### src/htc_pkg.sv
// Package of constants and types for the hardware thread syscall controller.
package htc_pkg;

    // ========================================================================
    // Register offsets (byte addresses)
    localparam logic [7:0] OFS_THREAD_IDENTIFIER = 8'h00;
    localparam logic [7:0] OFS_VERIFICATION_WORD = 8'h04;
    localparam logic [7:0] OFS_THREAD_STATUS     = 8'h08;
    localparam logic [7:0] OFS_THREAD_COMMAND    = 8'h0c;
    localparam logic [7:0] OFS_THREAD_ARGUMENT   = 8'h10;
    localparam logic [7:0] OFS_USER_RESULT       = 8'h18;
    localparam logic [7:0] OFS_DEBUG_STATE       = 8'h30;

    // Verification word value; the value is arbitrary.
    localparam logic [31:0] VERIFY_VALUE = 32'h5a5a_0001;

    // ========================================================================
    // System status codes.
    localparam logic [3:0] SYS_NOT_USED  = 4'h0;
    localparam logic [3:0] SYS_USED      = 4'h1;
    localparam logic [3:0] SYS_RUNNING   = 4'h2;
    localparam logic [3:0] SYS_EXITED    = 4'h3;
    localparam logic [3:0] SYS_FAULT     = 4'h4;
    localparam logic [3:0] SYS_BLOCKED   = 4'h5;

    // Command codes written to the command register.
    localparam logic [3:0] CMD_INIT  = 4'h0;
    localparam logic [3:0] CMD_RUN   = 4'h1;
    localparam logic [3:0] CMD_RESET = 4'h2;

    // ========================================================================
    // User-side status one-hot codes.
    localparam logic [3:0] USR_RESET = 4'h1;
    localparam logic [3:0] USR_RUN   = 4'h2;
    localparam logic [3:0] USR_ACK   = 4'h4;
    localparam logic [3:0] USR_PAUSE = 4'h8;

    // User opcodes.
    localparam logic [7:0] OP_NOOP   = 8'h00;
    localparam logic [7:0] OP_EXIT   = 8'h01;
    localparam logic [7:0] OP_EXITE  = 8'h09;
    localparam logic [7:0] OP_READ   = 8'h02;
    localparam logic [7:0] OP_WRITE  = 8'h03;
    localparam logic [7:0] OP_SELF   = 8'h04;
    localparam logic [7:0] OP_YIELD  = 8'h05;
    localparam logic [7:0] OP_LOCK   = 8'h06;
    localparam logic [7:0] OP_UNLOCK = 8'h07;

    // ========================================================================
    // Manager register bases and address fields.
    localparam logic [31:0] TM_EXIT_BASE     = 32'h1000_0000;
    localparam logic [31:0] MM_LOCK_BASE     = 32'h2000_0000;
    localparam logic [31:0] MM_UNLOCK_BASE   = 32'h2001_0000;
    localparam int          ADDR_TID_LSB     = 2;
    localparam int          ADDR_MUTEX_LSB   = 10;
    localparam int          MUTEX_ARG_LSB    = 26;
    localparam int          LOCK_GRANT_BIT   = 0;
    localparam logic [1:0]  RUN_HOLDOFF      = 2'h2;

    // Controller states.
    typedef enum logic [2:0] {
        CS_IDLE   = 3'h0,
        CS_BUS    = 3'h1,
        CS_DONE   = 3'h2,
        CS_SELF   = 3'h3,
        CS_WAITRN = 3'h4,
        CS_SYSREQ = 3'h5
    } htc_cstate_t;

endpackage : htc_pkg

### src/htc_controller.sv
// Hardware thread syscall controller with APB slave and bus master port.
//
// Added by the designer: the APB register port.
`timescale 1ns/10ps
`default_nettype none

module htc_controller (
    // Clock, reset and enable.
    input  wire logic        mclk,
    input  wire logic        resetn,
    input  wire logic        clk_en,
    // APB slave.
    input  wire logic        psel,
    input  wire logic        penable,
    input  wire logic        pwrite,
    input  wire logic [7:0]  paddr,
    input  wire logic [31:0] pwdata,
    output logic      [31:0] prdata,
    output logic             pready,
    output logic             pslverr,
    // Bus master towards managers and memory.
    output logic             mst_req,
    output logic             mst_rnw,
    output logic      [31:0] master_address_out,
    output logic      [31:0] master_write_data_out,
    input  wire logic [31:0] master_read_data_in,
    input  wire logic        mst_ack,
    // User logic.
    input  wire logic [7:0]  usr_opcode,
    input  wire logic [31:0] usr_arg_one,
    input  wire logic [31:0] usr_arg_two,
    output logic      [3:0]  usr_status,
    output logic      [31:0] usr_result
);

    // ========================================================================
    // Reset synchroniser.
    logic rst_s1_r;
    logic rst_s2_r;
    always_ff @(posedge mclk or negedge resetn) begin
        if (!resetn) begin
            rst_s1_r <= 1'b0;
            rst_s2_r <= 1'b0;
        end else begin
            rst_s1_r <= 1'b1;
            rst_s2_r <= rst_s1_r;
        end
    end
    wire rst_n = rst_s2_r;

    // ========================================================================
    // State registers.
    htc_pkg::htc_cstate_t cst_r;
    htc_pkg::htc_cstate_t cst_nxt;
    logic [7:0]  tid_r;
    logic [31:0] arg_r;
    logic [3:0]  cmd_r;
    logic [3:0]  sys_r;
    logic [3:0]  sys_req_r;
    logic        sys_req_v_r;
    logic        tid_wr_r;
    logic        run_wr_r;
    logic        soft_rst_r;
    logic [3:0]  ust_r;
    logic        usr_req_r;
    logic [1:0]  hold_r;
    logic [7:0]  op_r;
    logic [31:0] a1_r;
    logic [31:0] a2_r;
    logic [31:0] res_r;
    logic        mreq_r;
    logic        mrnw_r;
    logic [31:0] madr_r;
    logic [31:0] mwd_r;

    // ========================================================================
    // APB decode.
    wire acc    = psel & penable;
    wire wr_acc = acc & pwrite;
    wire wr_tid = wr_acc & (paddr == htc_pkg::OFS_THREAD_IDENTIFIER);
    wire wr_cmd = wr_acc & (paddr == htc_pkg::OFS_THREAD_COMMAND);
    wire wr_arg = wr_acc & (paddr == htc_pkg::OFS_THREAD_ARGUMENT);
    wire cmd_run = wr_cmd & (pwdata[3:0] == htc_pkg::CMD_RUN);
    wire cmd_rst = wr_cmd & (pwdata[3:0] == htc_pkg::CMD_RESET);
    wire [31:0] rd_mux =
        (paddr == htc_pkg::OFS_THREAD_IDENTIFIER) ? {24'h0, tid_r} :
        (paddr == htc_pkg::OFS_VERIFICATION_WORD) ? htc_pkg::VERIFY_VALUE :
        (paddr == htc_pkg::OFS_THREAD_STATUS)     ? {28'h0, sys_r} :
        (paddr == htc_pkg::OFS_THREAD_COMMAND)    ? {28'h0, cmd_r} :
        (paddr == htc_pkg::OFS_THREAD_ARGUMENT)   ? arg_r :
        (paddr == htc_pkg::OFS_USER_RESULT)       ? res_r :
        (paddr == htc_pkg::OFS_DEBUG_STATE)       ?
            {21'h0, cst_r, ust_r, sys_r} : 32'h0000_0000;

    assign pready  = 1'b1;
    assign pslverr = 1'b0;

    // Read data register, loaded at setup so it is valid in the access phase.
    always_ff @(posedge mclk or negedge rst_n) begin
        if (!rst_n) begin
            prdata <= 32'h0000_0000;
        end else if (clk_en && psel && !penable) begin
            prdata <= rd_mux;
        end
    end

    // Software registers; a RESET restarts the engine after the access ends.
    always_ff @(posedge mclk or negedge rst_n) begin
        if (!rst_n) begin
            tid_r      <= 8'h00;
            arg_r      <= 32'h0000_0000;
            cmd_r      <= htc_pkg::CMD_INIT;
            tid_wr_r   <= 1'b0;
            run_wr_r   <= 1'b0;
            soft_rst_r <= 1'b0;
        end else if (clk_en) begin
            tid_wr_r   <= wr_tid;
            run_wr_r   <= cmd_run;
            soft_rst_r <= cmd_rst;
            if (wr_tid) begin
                tid_r <= pwdata[7:0];
            end
            if (wr_arg) begin
                arg_r <= pwdata;
            end
            if (wr_cmd && !cmd_rst) begin
                cmd_r <= pwdata[3:0];
            end else if (cmd_rst || (cst_r == htc_pkg::CS_WAITRN)) begin
                cmd_r <= htc_pkg::CMD_INIT;
            end
        end
    end

    // ========================================================================
    // System state machine applies controller requests then clears them.
    wire sys_ack = sys_req_v_r;
    always_ff @(posedge mclk or negedge rst_n) begin
        if (!rst_n) begin
            sys_r <= htc_pkg::SYS_NOT_USED;
        end else if (clk_en) begin
            if (soft_rst_r) begin
                sys_r <= htc_pkg::SYS_NOT_USED;
            end else if (sys_req_v_r) begin
                sys_r <= sys_req_r;
            end
        end
    end

    // ========================================================================
    // User state machine: ACK on request, RUN on controller request.
    wire req_pend = (ust_r == htc_pkg::USR_RUN) && (hold_r == 2'h0) &&
                    (usr_opcode != htc_pkg::OP_NOOP);
    always_ff @(posedge mclk or negedge rst_n) begin
        if (!rst_n) begin
            ust_r  <= htc_pkg::USR_RESET;
            hold_r <= 2'h0;
            op_r   <= htc_pkg::OP_NOOP;
            a1_r   <= 32'h0000_0000;
            a2_r   <= 32'h0000_0000;
        end else if (clk_en) begin
            if (soft_rst_r) begin
                ust_r  <= htc_pkg::USR_RESET;
                hold_r <= 2'h0;
                op_r   <= htc_pkg::OP_NOOP;
            end else if (usr_req_r && ust_r != htc_pkg::USR_RUN) begin
                ust_r  <= htc_pkg::USR_RUN;
                hold_r <= htc_pkg::RUN_HOLDOFF;
                op_r   <= htc_pkg::OP_NOOP;
            end else if (req_pend) begin
                ust_r <= htc_pkg::USR_ACK;
                op_r  <= usr_opcode;
                a1_r  <= usr_arg_one;
                a2_r  <= usr_arg_two;
            end else if (hold_r != 2'h0) begin
                hold_r <= hold_r - 2'h1;
            end
        end
    end

    // ========================================================================
    // Manager addresses with identifier field, and mutex number field for lock and unlock only.
    wire [31:0] tid_fld = {24'h0, tid_r} << htc_pkg::ADDR_TID_LSB;
    wire [5:0]  mtx_num = a1_r[htc_pkg::MUTEX_ARG_LSB +: 6];
    wire [31:0] mtx_fld = {26'h0, mtx_num} << htc_pkg::ADDR_MUTEX_LSB;
    wire [31:0] exit_adr = htc_pkg::TM_EXIT_BASE | tid_fld;
    wire [31:0] lock_adr = htc_pkg::MM_LOCK_BASE | mtx_fld | tid_fld;
    wire [31:0] unlk_adr = htc_pkg::MM_UNLOCK_BASE | mtx_fld | tid_fld;
    wire is_exit  = (op_r == htc_pkg::OP_EXIT) || (op_r == htc_pkg::OP_EXITE);
    wire is_bus   = is_exit || (op_r == htc_pkg::OP_READ) ||
                    (op_r == htc_pkg::OP_WRITE) ||
                    (op_r == htc_pkg::OP_LOCK) ||
                    (op_r == htc_pkg::OP_UNLOCK);
    wire granted  = master_read_data_in[htc_pkg::LOCK_GRANT_BIT];
    wire [31:0] req_adr =
        is_exit                        ? exit_adr :
        (op_r == htc_pkg::OP_LOCK)     ? lock_adr :
        (op_r == htc_pkg::OP_UNLOCK)   ? unlk_adr : a1_r;
    wire serve = (ust_r == htc_pkg::USR_ACK) && !usr_req_r;

    // Controller next state.
    always_comb begin
        cst_nxt = cst_r;
        unique case (cst_r)
            htc_pkg::CS_IDLE: begin
                if (serve && is_bus) begin
                    cst_nxt = htc_pkg::CS_BUS;
                end else if (serve && op_r == htc_pkg::OP_SELF) begin
                    cst_nxt = htc_pkg::CS_SELF;
                end else if (serve) begin
                    cst_nxt = htc_pkg::CS_DONE;
                end
            end
            htc_pkg::CS_BUS: begin
                if (mst_ack && is_exit) begin
                    cst_nxt = htc_pkg::CS_SYSREQ;
                end else if (mst_ack && op_r == htc_pkg::OP_LOCK &&
                             !granted) begin
                    cst_nxt = htc_pkg::CS_WAITRN;
                end else if (mst_ack) begin
                    cst_nxt = htc_pkg::CS_DONE;
                end
            end
            htc_pkg::CS_SELF:   cst_nxt = htc_pkg::CS_IDLE;
            htc_pkg::CS_DONE:   cst_nxt = htc_pkg::CS_IDLE;
            htc_pkg::CS_WAITRN: begin
                if (run_wr_r) begin
                    cst_nxt = htc_pkg::CS_DONE;
                end
            end
            htc_pkg::CS_SYSREQ: cst_nxt = htc_pkg::CS_SYSREQ;
            default:            cst_nxt = htc_pkg::CS_IDLE;
        endcase
    end

    // Controller registers, bus master and status requests.
    always_ff @(posedge mclk or negedge rst_n) begin
        if (!rst_n) begin
            cst_r       <= htc_pkg::CS_IDLE;
            usr_req_r   <= 1'b0;
            sys_req_r   <= htc_pkg::SYS_NOT_USED;
            sys_req_v_r <= 1'b0;
            res_r       <= 32'h0000_0000;
            mreq_r      <= 1'b0;
            mrnw_r      <= 1'b1;
            madr_r      <= 32'h0000_0000;
            mwd_r       <= 32'h0000_0000;
        end else if (clk_en) begin
            cst_r <= soft_rst_r ? htc_pkg::CS_IDLE : cst_nxt;
            if (soft_rst_r || (usr_req_r && ust_r == htc_pkg::USR_RUN)) begin
                usr_req_r <= 1'b0;
            end else if (cst_r == htc_pkg::CS_DONE || run_wr_r ||
                         (serve && cst_r == htc_pkg::CS_IDLE &&
                          op_r == htc_pkg::OP_SELF)) begin
                usr_req_r <= 1'b1;
            end
            if (tid_wr_r) begin
                sys_req_r   <= htc_pkg::SYS_USED;
                sys_req_v_r <= 1'b1;
            end else if (run_wr_r) begin
                sys_req_r   <= htc_pkg::SYS_RUNNING;
                sys_req_v_r <= 1'b1;
            end else if (cst_r == htc_pkg::CS_BUS && mst_ack && is_exit) begin
                sys_req_r   <= (op_r == htc_pkg::OP_EXITE) ?
                               htc_pkg::SYS_FAULT :
                               htc_pkg::SYS_EXITED;
                sys_req_v_r <= 1'b1;
            end else if (cst_r == htc_pkg::CS_BUS && mst_ack &&
                         op_r == htc_pkg::OP_LOCK && !granted) begin
                sys_req_r   <= htc_pkg::SYS_BLOCKED;
                sys_req_v_r <= 1'b1;
            end else if (sys_ack) begin
                sys_req_v_r <= 1'b0;
            end
            if (cst_r == htc_pkg::CS_IDLE && serve && is_bus) begin
                mreq_r <= 1'b1;
                mrnw_r <= (op_r != htc_pkg::OP_WRITE);
                madr_r <= req_adr;
                mwd_r  <= a2_r;
            end else if (mst_ack || soft_rst_r) begin
                mreq_r <= 1'b0;
            end
            if (cst_r == htc_pkg::CS_BUS && mst_ack &&
                op_r == htc_pkg::OP_READ) begin
                res_r <= master_read_data_in;
            end else if (cst_r == htc_pkg::CS_IDLE && serve &&
                         op_r == htc_pkg::OP_SELF) begin
                res_r <= {24'h0, tid_r};
            end
        end
    end

    // Outputs.
    assign mst_req               = mreq_r;
    assign mst_rnw               = mrnw_r;
    assign master_address_out    = madr_r;
    assign master_write_data_out = mwd_r;
    assign usr_status            = ust_r;
    assign usr_result            = res_r;

endmodule : htc_controller

`default_nettype wire

### config.mk
export PLATFORM = sky130hd
export DESIGN_NAME = htc_controller
export DESIGN_NICKNAME = d
export VERILOG_FILES = /design/src/htc_pkg.sv /design/src/htc_controller.sv
export SDC_FILE = /design/constraint.sdc
export NUM_CORES = 1
export LEC_CHECK = 0
export BUFFER_PORTS_ARGS = -buffer_cell sky130_fd_sc_hd__buf_4
export CORE_MARGIN = 2
export CORE_UTILIZATION = 57
export DETAILED_ROUTE_END_ITERATION = 10
export PLACE_DENSITY = 0.85
export SETUP_SLACK_MARGIN = 0.2
export SYNTH_ARGS = -nofsm -noshare
export SYNTH_HDL_FRONTEND = slang
export SYNTH_SLANG_ARGS = --single-unit
### constraint.sdc
create_clock -name mclk -period 22.3 [get_ports mclk]
set_clock_uncertainty 0.2 [all_clocks]
set_input_delay 2.23 -clock mclk [delete_from_list [all_inputs] [get_ports mclk]]
set_output_delay 2.23 -clock mclk [all_outputs]
set_load 0.02 [all_outputs]
## Yosys cells after proc, flatten, opt, wreduce, memory -nomap -nowiden

Cells that the tools add are included.

- Flip-flop bits (word level): 270
- Bits of input ports: 151
- Output and inout port bits: 136
- Logic and storage cells: 172

- $add $sub $neg: 1
- Eq/ne operators: 27
- Mux-type cells: 48
- Bitwise operators: 11
- Reductions and logical operators: 61

Operators by type and width:

| cell | number |
|---|---|
| two-way mux 32 bit | 11 |
| OR 30 x 10 -> 30 bit | 2 |
| two-way mux 4 bit | 11 |
| equality test 8 x 3 -> 1 bit, second input constant | 4 |
| two-way mux 3 bit | 9 |
| equality test 8 x 4 -> 1 bit, second input constant | 3 |
| two-way mux 8 bit | 3 |
| logical AND 1 bit | 21 |
| AND reduction 2 bit | 10 |
| equality test 8 x 2 -> 1 bit, second input constant | 2 |
| equality test 8 x 5 -> 1 bit, second input constant | 2 |
| case mux 3 bit (4 select lines) | 1 |
| nonzero test 2 bit | 6 |
| two-way mux 11 bit | 1 |
| logical OR 1 bit | 10 |
| != test 5 bit, second input constant | 2 |
| equality test 4 x 2 -> 1 bit, second input constant | 2 |
| equality test 8 x 1 -> 1 bit, second input constant | 1 |
| equality test 8 x 6 -> 1 bit, second input constant | 1 |
| zero test 8 bit | 1 |
| two-way mux 1 bit | 8 |
| two-way mux 2 bit | 4 |
| != test 8 x 2 -> 1 bit, second input constant | 1 |
| AND reduction 4 bit | 2 |
| 18 further kinds | 30 |

## Depth between registers and ports, before layout

- Depth in word-level cells: 10
- Gate-level depth with buffers: 8

## Worst setup path before layout

No wires, ideal clock.

- Path kind: input to register
- From: input paddr[7]
- To: register tid_r[0]
- Setup time: 0.125 ns
- Data arrival time: 4.098 ns
- Setup slack: 17.877 ns
- Stages on the path: 8
- Buffers on the path: 3
- Path through: or4_1 -> clkbuf_2 -> or3_1 -> buf_6 -> nand2b_4 -> buf_6 -> nor2_8 -> mux2_2

- Word-level cells in the longest chain between the ends: 3

Ends and longest elaborated chain:

| element | line | text |
|---|---|---|
| start, declared | htc_controller.sv:16 | `input wire logic [7:0] paddr,` |
| zero test 8 bit | htc_controller.sv:80 | `wire wr_tid = wr_acc & (paddr == htc_pkg::OFS_THREAD_IDENTIFIER);` |
| bitwise AND 1 bit | htc_controller.sv:80 |  |
| AND reduction 2 bit (no line) | n/a |  |
| end signal, assigned | htc_controller.sv:121 | `tid_r <= pwdata[7:0];` |
| end, declared | htc_controller.sv:55 | `logic [7:0] tid_r;` |

No other way between the ends.
A chain may end at the register's enable or synchronous reset.

## Worst setup path in the final report

- From: input paddr[7]
- To: register arg_r[21]

- Word-level cells in the longest chain between the ends: 3

Ends and longest elaborated chain:

| element | line | text |
|---|---|---|
| equality test 8 x 5 -> 1 bit | htc_controller.sv:82 | `wire wr_arg = wr_acc & (paddr == htc_pkg::OFS_THREAD_ARGUMENT);` |
| bitwise AND 1 bit | htc_controller.sv:82 |  |
| AND reduction 2 bit (no line) | n/a |  |
| end signal, assigned | htc_controller.sv:124 | `arg_r <= pwdata;` |
| end, declared | htc_controller.sv:56 | `logic [31:0] arg_r;` |

No other way between the ends.

==> flow_metrics.tcl <==
set metrics [dict create \
    critPathRequiredTime_ps 22500 \
    die_y_um 143.4 \
    synth-seq-area-share_pct 60.34 \
    via_per_inst 5.837 \
    cp-startpoint "paddr[7]" \
    path_max_fanout 32 \
    overflow 0 \
    met2_length_um 14160 \
    slowest_stage "nor2_4" \
    finalCritPeriodShare_pct 20.25 \
    ff2ff_path_depth 6 \
    dr.pass1.iters 5 \
    clockBufferDepth 3 \
    endpoint_kind "register" \
    drt_iter0_markers 492 \
    grt_pass1_vias 8593 \
    cts_root_buf "clkbuf_16" \
    stdcell_area_um2 14170 \
    clk_latency_ps 520 \
    tightest_slew_ps 1116 \
    synth_ff_type "dfrtp_1" \
    dr_wl_met3_um 2656 \
    hold_violations 0 \
    synth_area_leaders "dfrtp_1 60%, mux2_2 14%, a22o_1 3.3%" \
    synth_top_area_share_pct 59.87 \
    place_ws_ps 17280 \
    fin_tns_setup_ps 0 \
    fillCellCount 1251 \
    clkSinkCount 267 \
    path_cells "buf_4, or4_1, nand3b_1, nor2_4, mux2_2" \
    report.final.slew_viol_count 0 \
    slew_headroom_pct 25.60 \
    clk_pin_slew_worst_paths_ps 60 \
    top_layer_used "met4" \
    routed_wl_um 29930 \
    drc_errors 0 \
    yosys.area.top_type "dfrtp_1" \
    hpwl_um 20670 \
    multiInputGateArea_um2 4118 \
    synth-edff-count 0 \
    regArea_um2 6688 \
    met1_length_um 12010 \
    worst_slack_ps 17780 \
    cts_resized 0 \
    place_area_um2 13400 \
    numPortBuffers 283 \
    grt_util_all_layers_pct 28.89 \
    antenna_found_initial 0 \
    synth-warning-count 0 \
    drive_above_1_share_pct 40.61 \
    wl_per_cell_um 20.83 \
    timing.final.crit_period_ps 4516 \
    reg2reg_setup_slack_ps 19390 \
    postRouteAntennaNets 0 \
    synth_cell_types 55 \
    path_depth 5 \
    crit_buf_inv 1 \
    grt_max_degree 92 \
    cp_top_family "simple AND/OR/NAND/NOR gates" \
    tritoncts "yes" \
    start_util_pct 58.63 \
    start_kind "primary input" \
    cellLeakagePower_nw 7.086 \
    core_area_um2 18890 \
    ys_ff_latch 267 \
    cts_hold_buf 0 \
    fin_util_pct 74.99 \
    regToRegStartpoint "op_r[5]" \
    reg2reg_to "usr_result[24]" \
    arrival_ps 4720 \
    antenna_cells 0 \
    dieArea_um2 20560 \
    p_total_mw 1.330 \
    netlist_instances 893 \
    worst_path_largest_cell_delay_ps 840 \
    cp-endpoint "arg_r[21]" \
    cts_setup_buffers 0 \
    hp-class "reg2async" \
    synth_area_um2 11080 \
    core.rowCount 50 \
    ios 287 \
    place_congestion 0.9116 \
    cts_buffers 27 \
    nets 1317 \
    area_growth_pct 27.91 \
    finalSetupViolations 0 \
    grt_pass1_wl_um 46200 \
    syn_avg_cell_area_um2 12.40 \
    vias 8388 \
    chipWidth_um 143.4 \
    status "complete, no violations" \
    max_freq_mhz 221.4 \
    power.density_nw_per_um2 93.85 \
    drv_cap 0 \
    async_flop_share_pct 100.0 \
    h-tree-depth 1 \
    rsz0062_at_grt "no" \
    ir_worst_vdd_uv 83.04 \
    critPathKind "in2reg" \
]
[where the power goes]
part | switching, mW | internal (mW) | total, mW
clock network | 0.177 | 0.233 | 0.410
logic | 0.140 | 0.143 | 0.283
registers | 0.0600 | 0.577 | 0.637
[cell type report]
cell class | count | share of cell area [%]
flip-flops and latches | 267 | 47.20
multi-input cells | 557 | 29.06
repair buffers | 292 | 15.47
clock buffers | 39 | 5.369
well taps | 260 | 2.296
inverters | 20 | 0.5298
clock inverters | 2 | 0.07065
[cell usage after synthesis, drive strengths merged, types with 6 or more instances]
cell and instances:
a21oi 27, a221oi 9, a22o 42, a22oi 19, buf 13, clkbuf 38, dfrtp 265, inv 20
mux2 139, mux2i 18, nand2 93, nand3 7, nand4 6, nor2 26, nor2b 7, nor3 14
o21ai 68, o221ai 6, o22ai 11
[routing by layer]
layer | vias to the layer above | track usage [%]
met1 | 4190 | 37.85
met5 | - | 0
li1 | 3772 | -
met3 | 63 | 8.730
met4 | 0 | 10.63
met2 | 363 | 45.91
[how the worst min path moves through the flow]
stage                        start                   endpoint  depth (start not counted)
after floorplan           rst_s1_r                      rst_n                          0
after global placement       rst_n                    a1_r[5]                          0
after detailed placement     rst_n      master_address_out[5]                          0
after CTS                    rst_n  master_write_data_out[24]                          0
after global routing         rst_n  master_write_data_out[24]                          0
final                        rst_n  master_write_data_out[24]                          0
[flip-flops by register name (all words and copies together), names as in the netlist, 2 cells and up]
| name | count |
|---|---|
| op_r | 8 |
| arg_r | 32 |
| usr_status | 3 |
| sys_r | 3 |
| prdata | 32 |
| a1_r | 32 |
| cmd_r | 4 |
| tid_r | 8 |
| hold_r | 2 |
| usr_result | 32 |
| cst_r | 3 |
| master_write_data_out | 32 |
| master_address_out | 32 |
| sys_req_r | 3 |
| a2_r | 32 |
[through the flow]
step / hold slack (ps) / cells
after floorplan: 131.2 / 895
after global placement: 58.51 / 1396
after detailed placement: 58.29 / 1396
after CTS: 60.93 / 1437
after global routing: 84.58 / 1437
final: 45.64 / 1437
[kinds of logic after synthesis]
group / after synthesis / synth area share, %
flops: 267 / 60.34
compound gates: 209 / 12.78
other cells: 2 / 0.06780
buf+inv: 71 / 2.812
fa+ha+maj: 1 / 0.1129
mux: 157 / 15.76
simple gates: 186 / 8.133
[layout by cell type (no fill, tap or decap), drive strengths merged, types with 3 or more instances in the layout]
master | Yosys | final
buf | 13 | 292
dfrtp | 265 | 265
mux2 | 139 | 139
nand2 | 93 | 93
o21ai | 68 | 68
a22o | 42 | 42
clkbuf | 38 | 39
a21oi | 27 | 27
nor2 | 26 | 26
inv | 20 | 20
a22oi | 19 | 19
mux2i | 18 | 18
nor3 | 14 | 14
o22ai | 11 | 11
a221oi | 9 | 9
nand3 | 7 | 7
nor2b | 7 | 7
o221ai | 6 | 6
nand4 | 6 | 6
nor3b | 5 | 5
a21o | 5 | 5
and2 | 5 | 5
nor4 | 5 | 5
and3 | 4 | 4
o31ai | 4 | 4
conb | 2 | 4
nand2b | 4 | 4
a2bb2oi | 3 | 3
a221o | 3 | 3
Power figures use the tool's default switching activity.
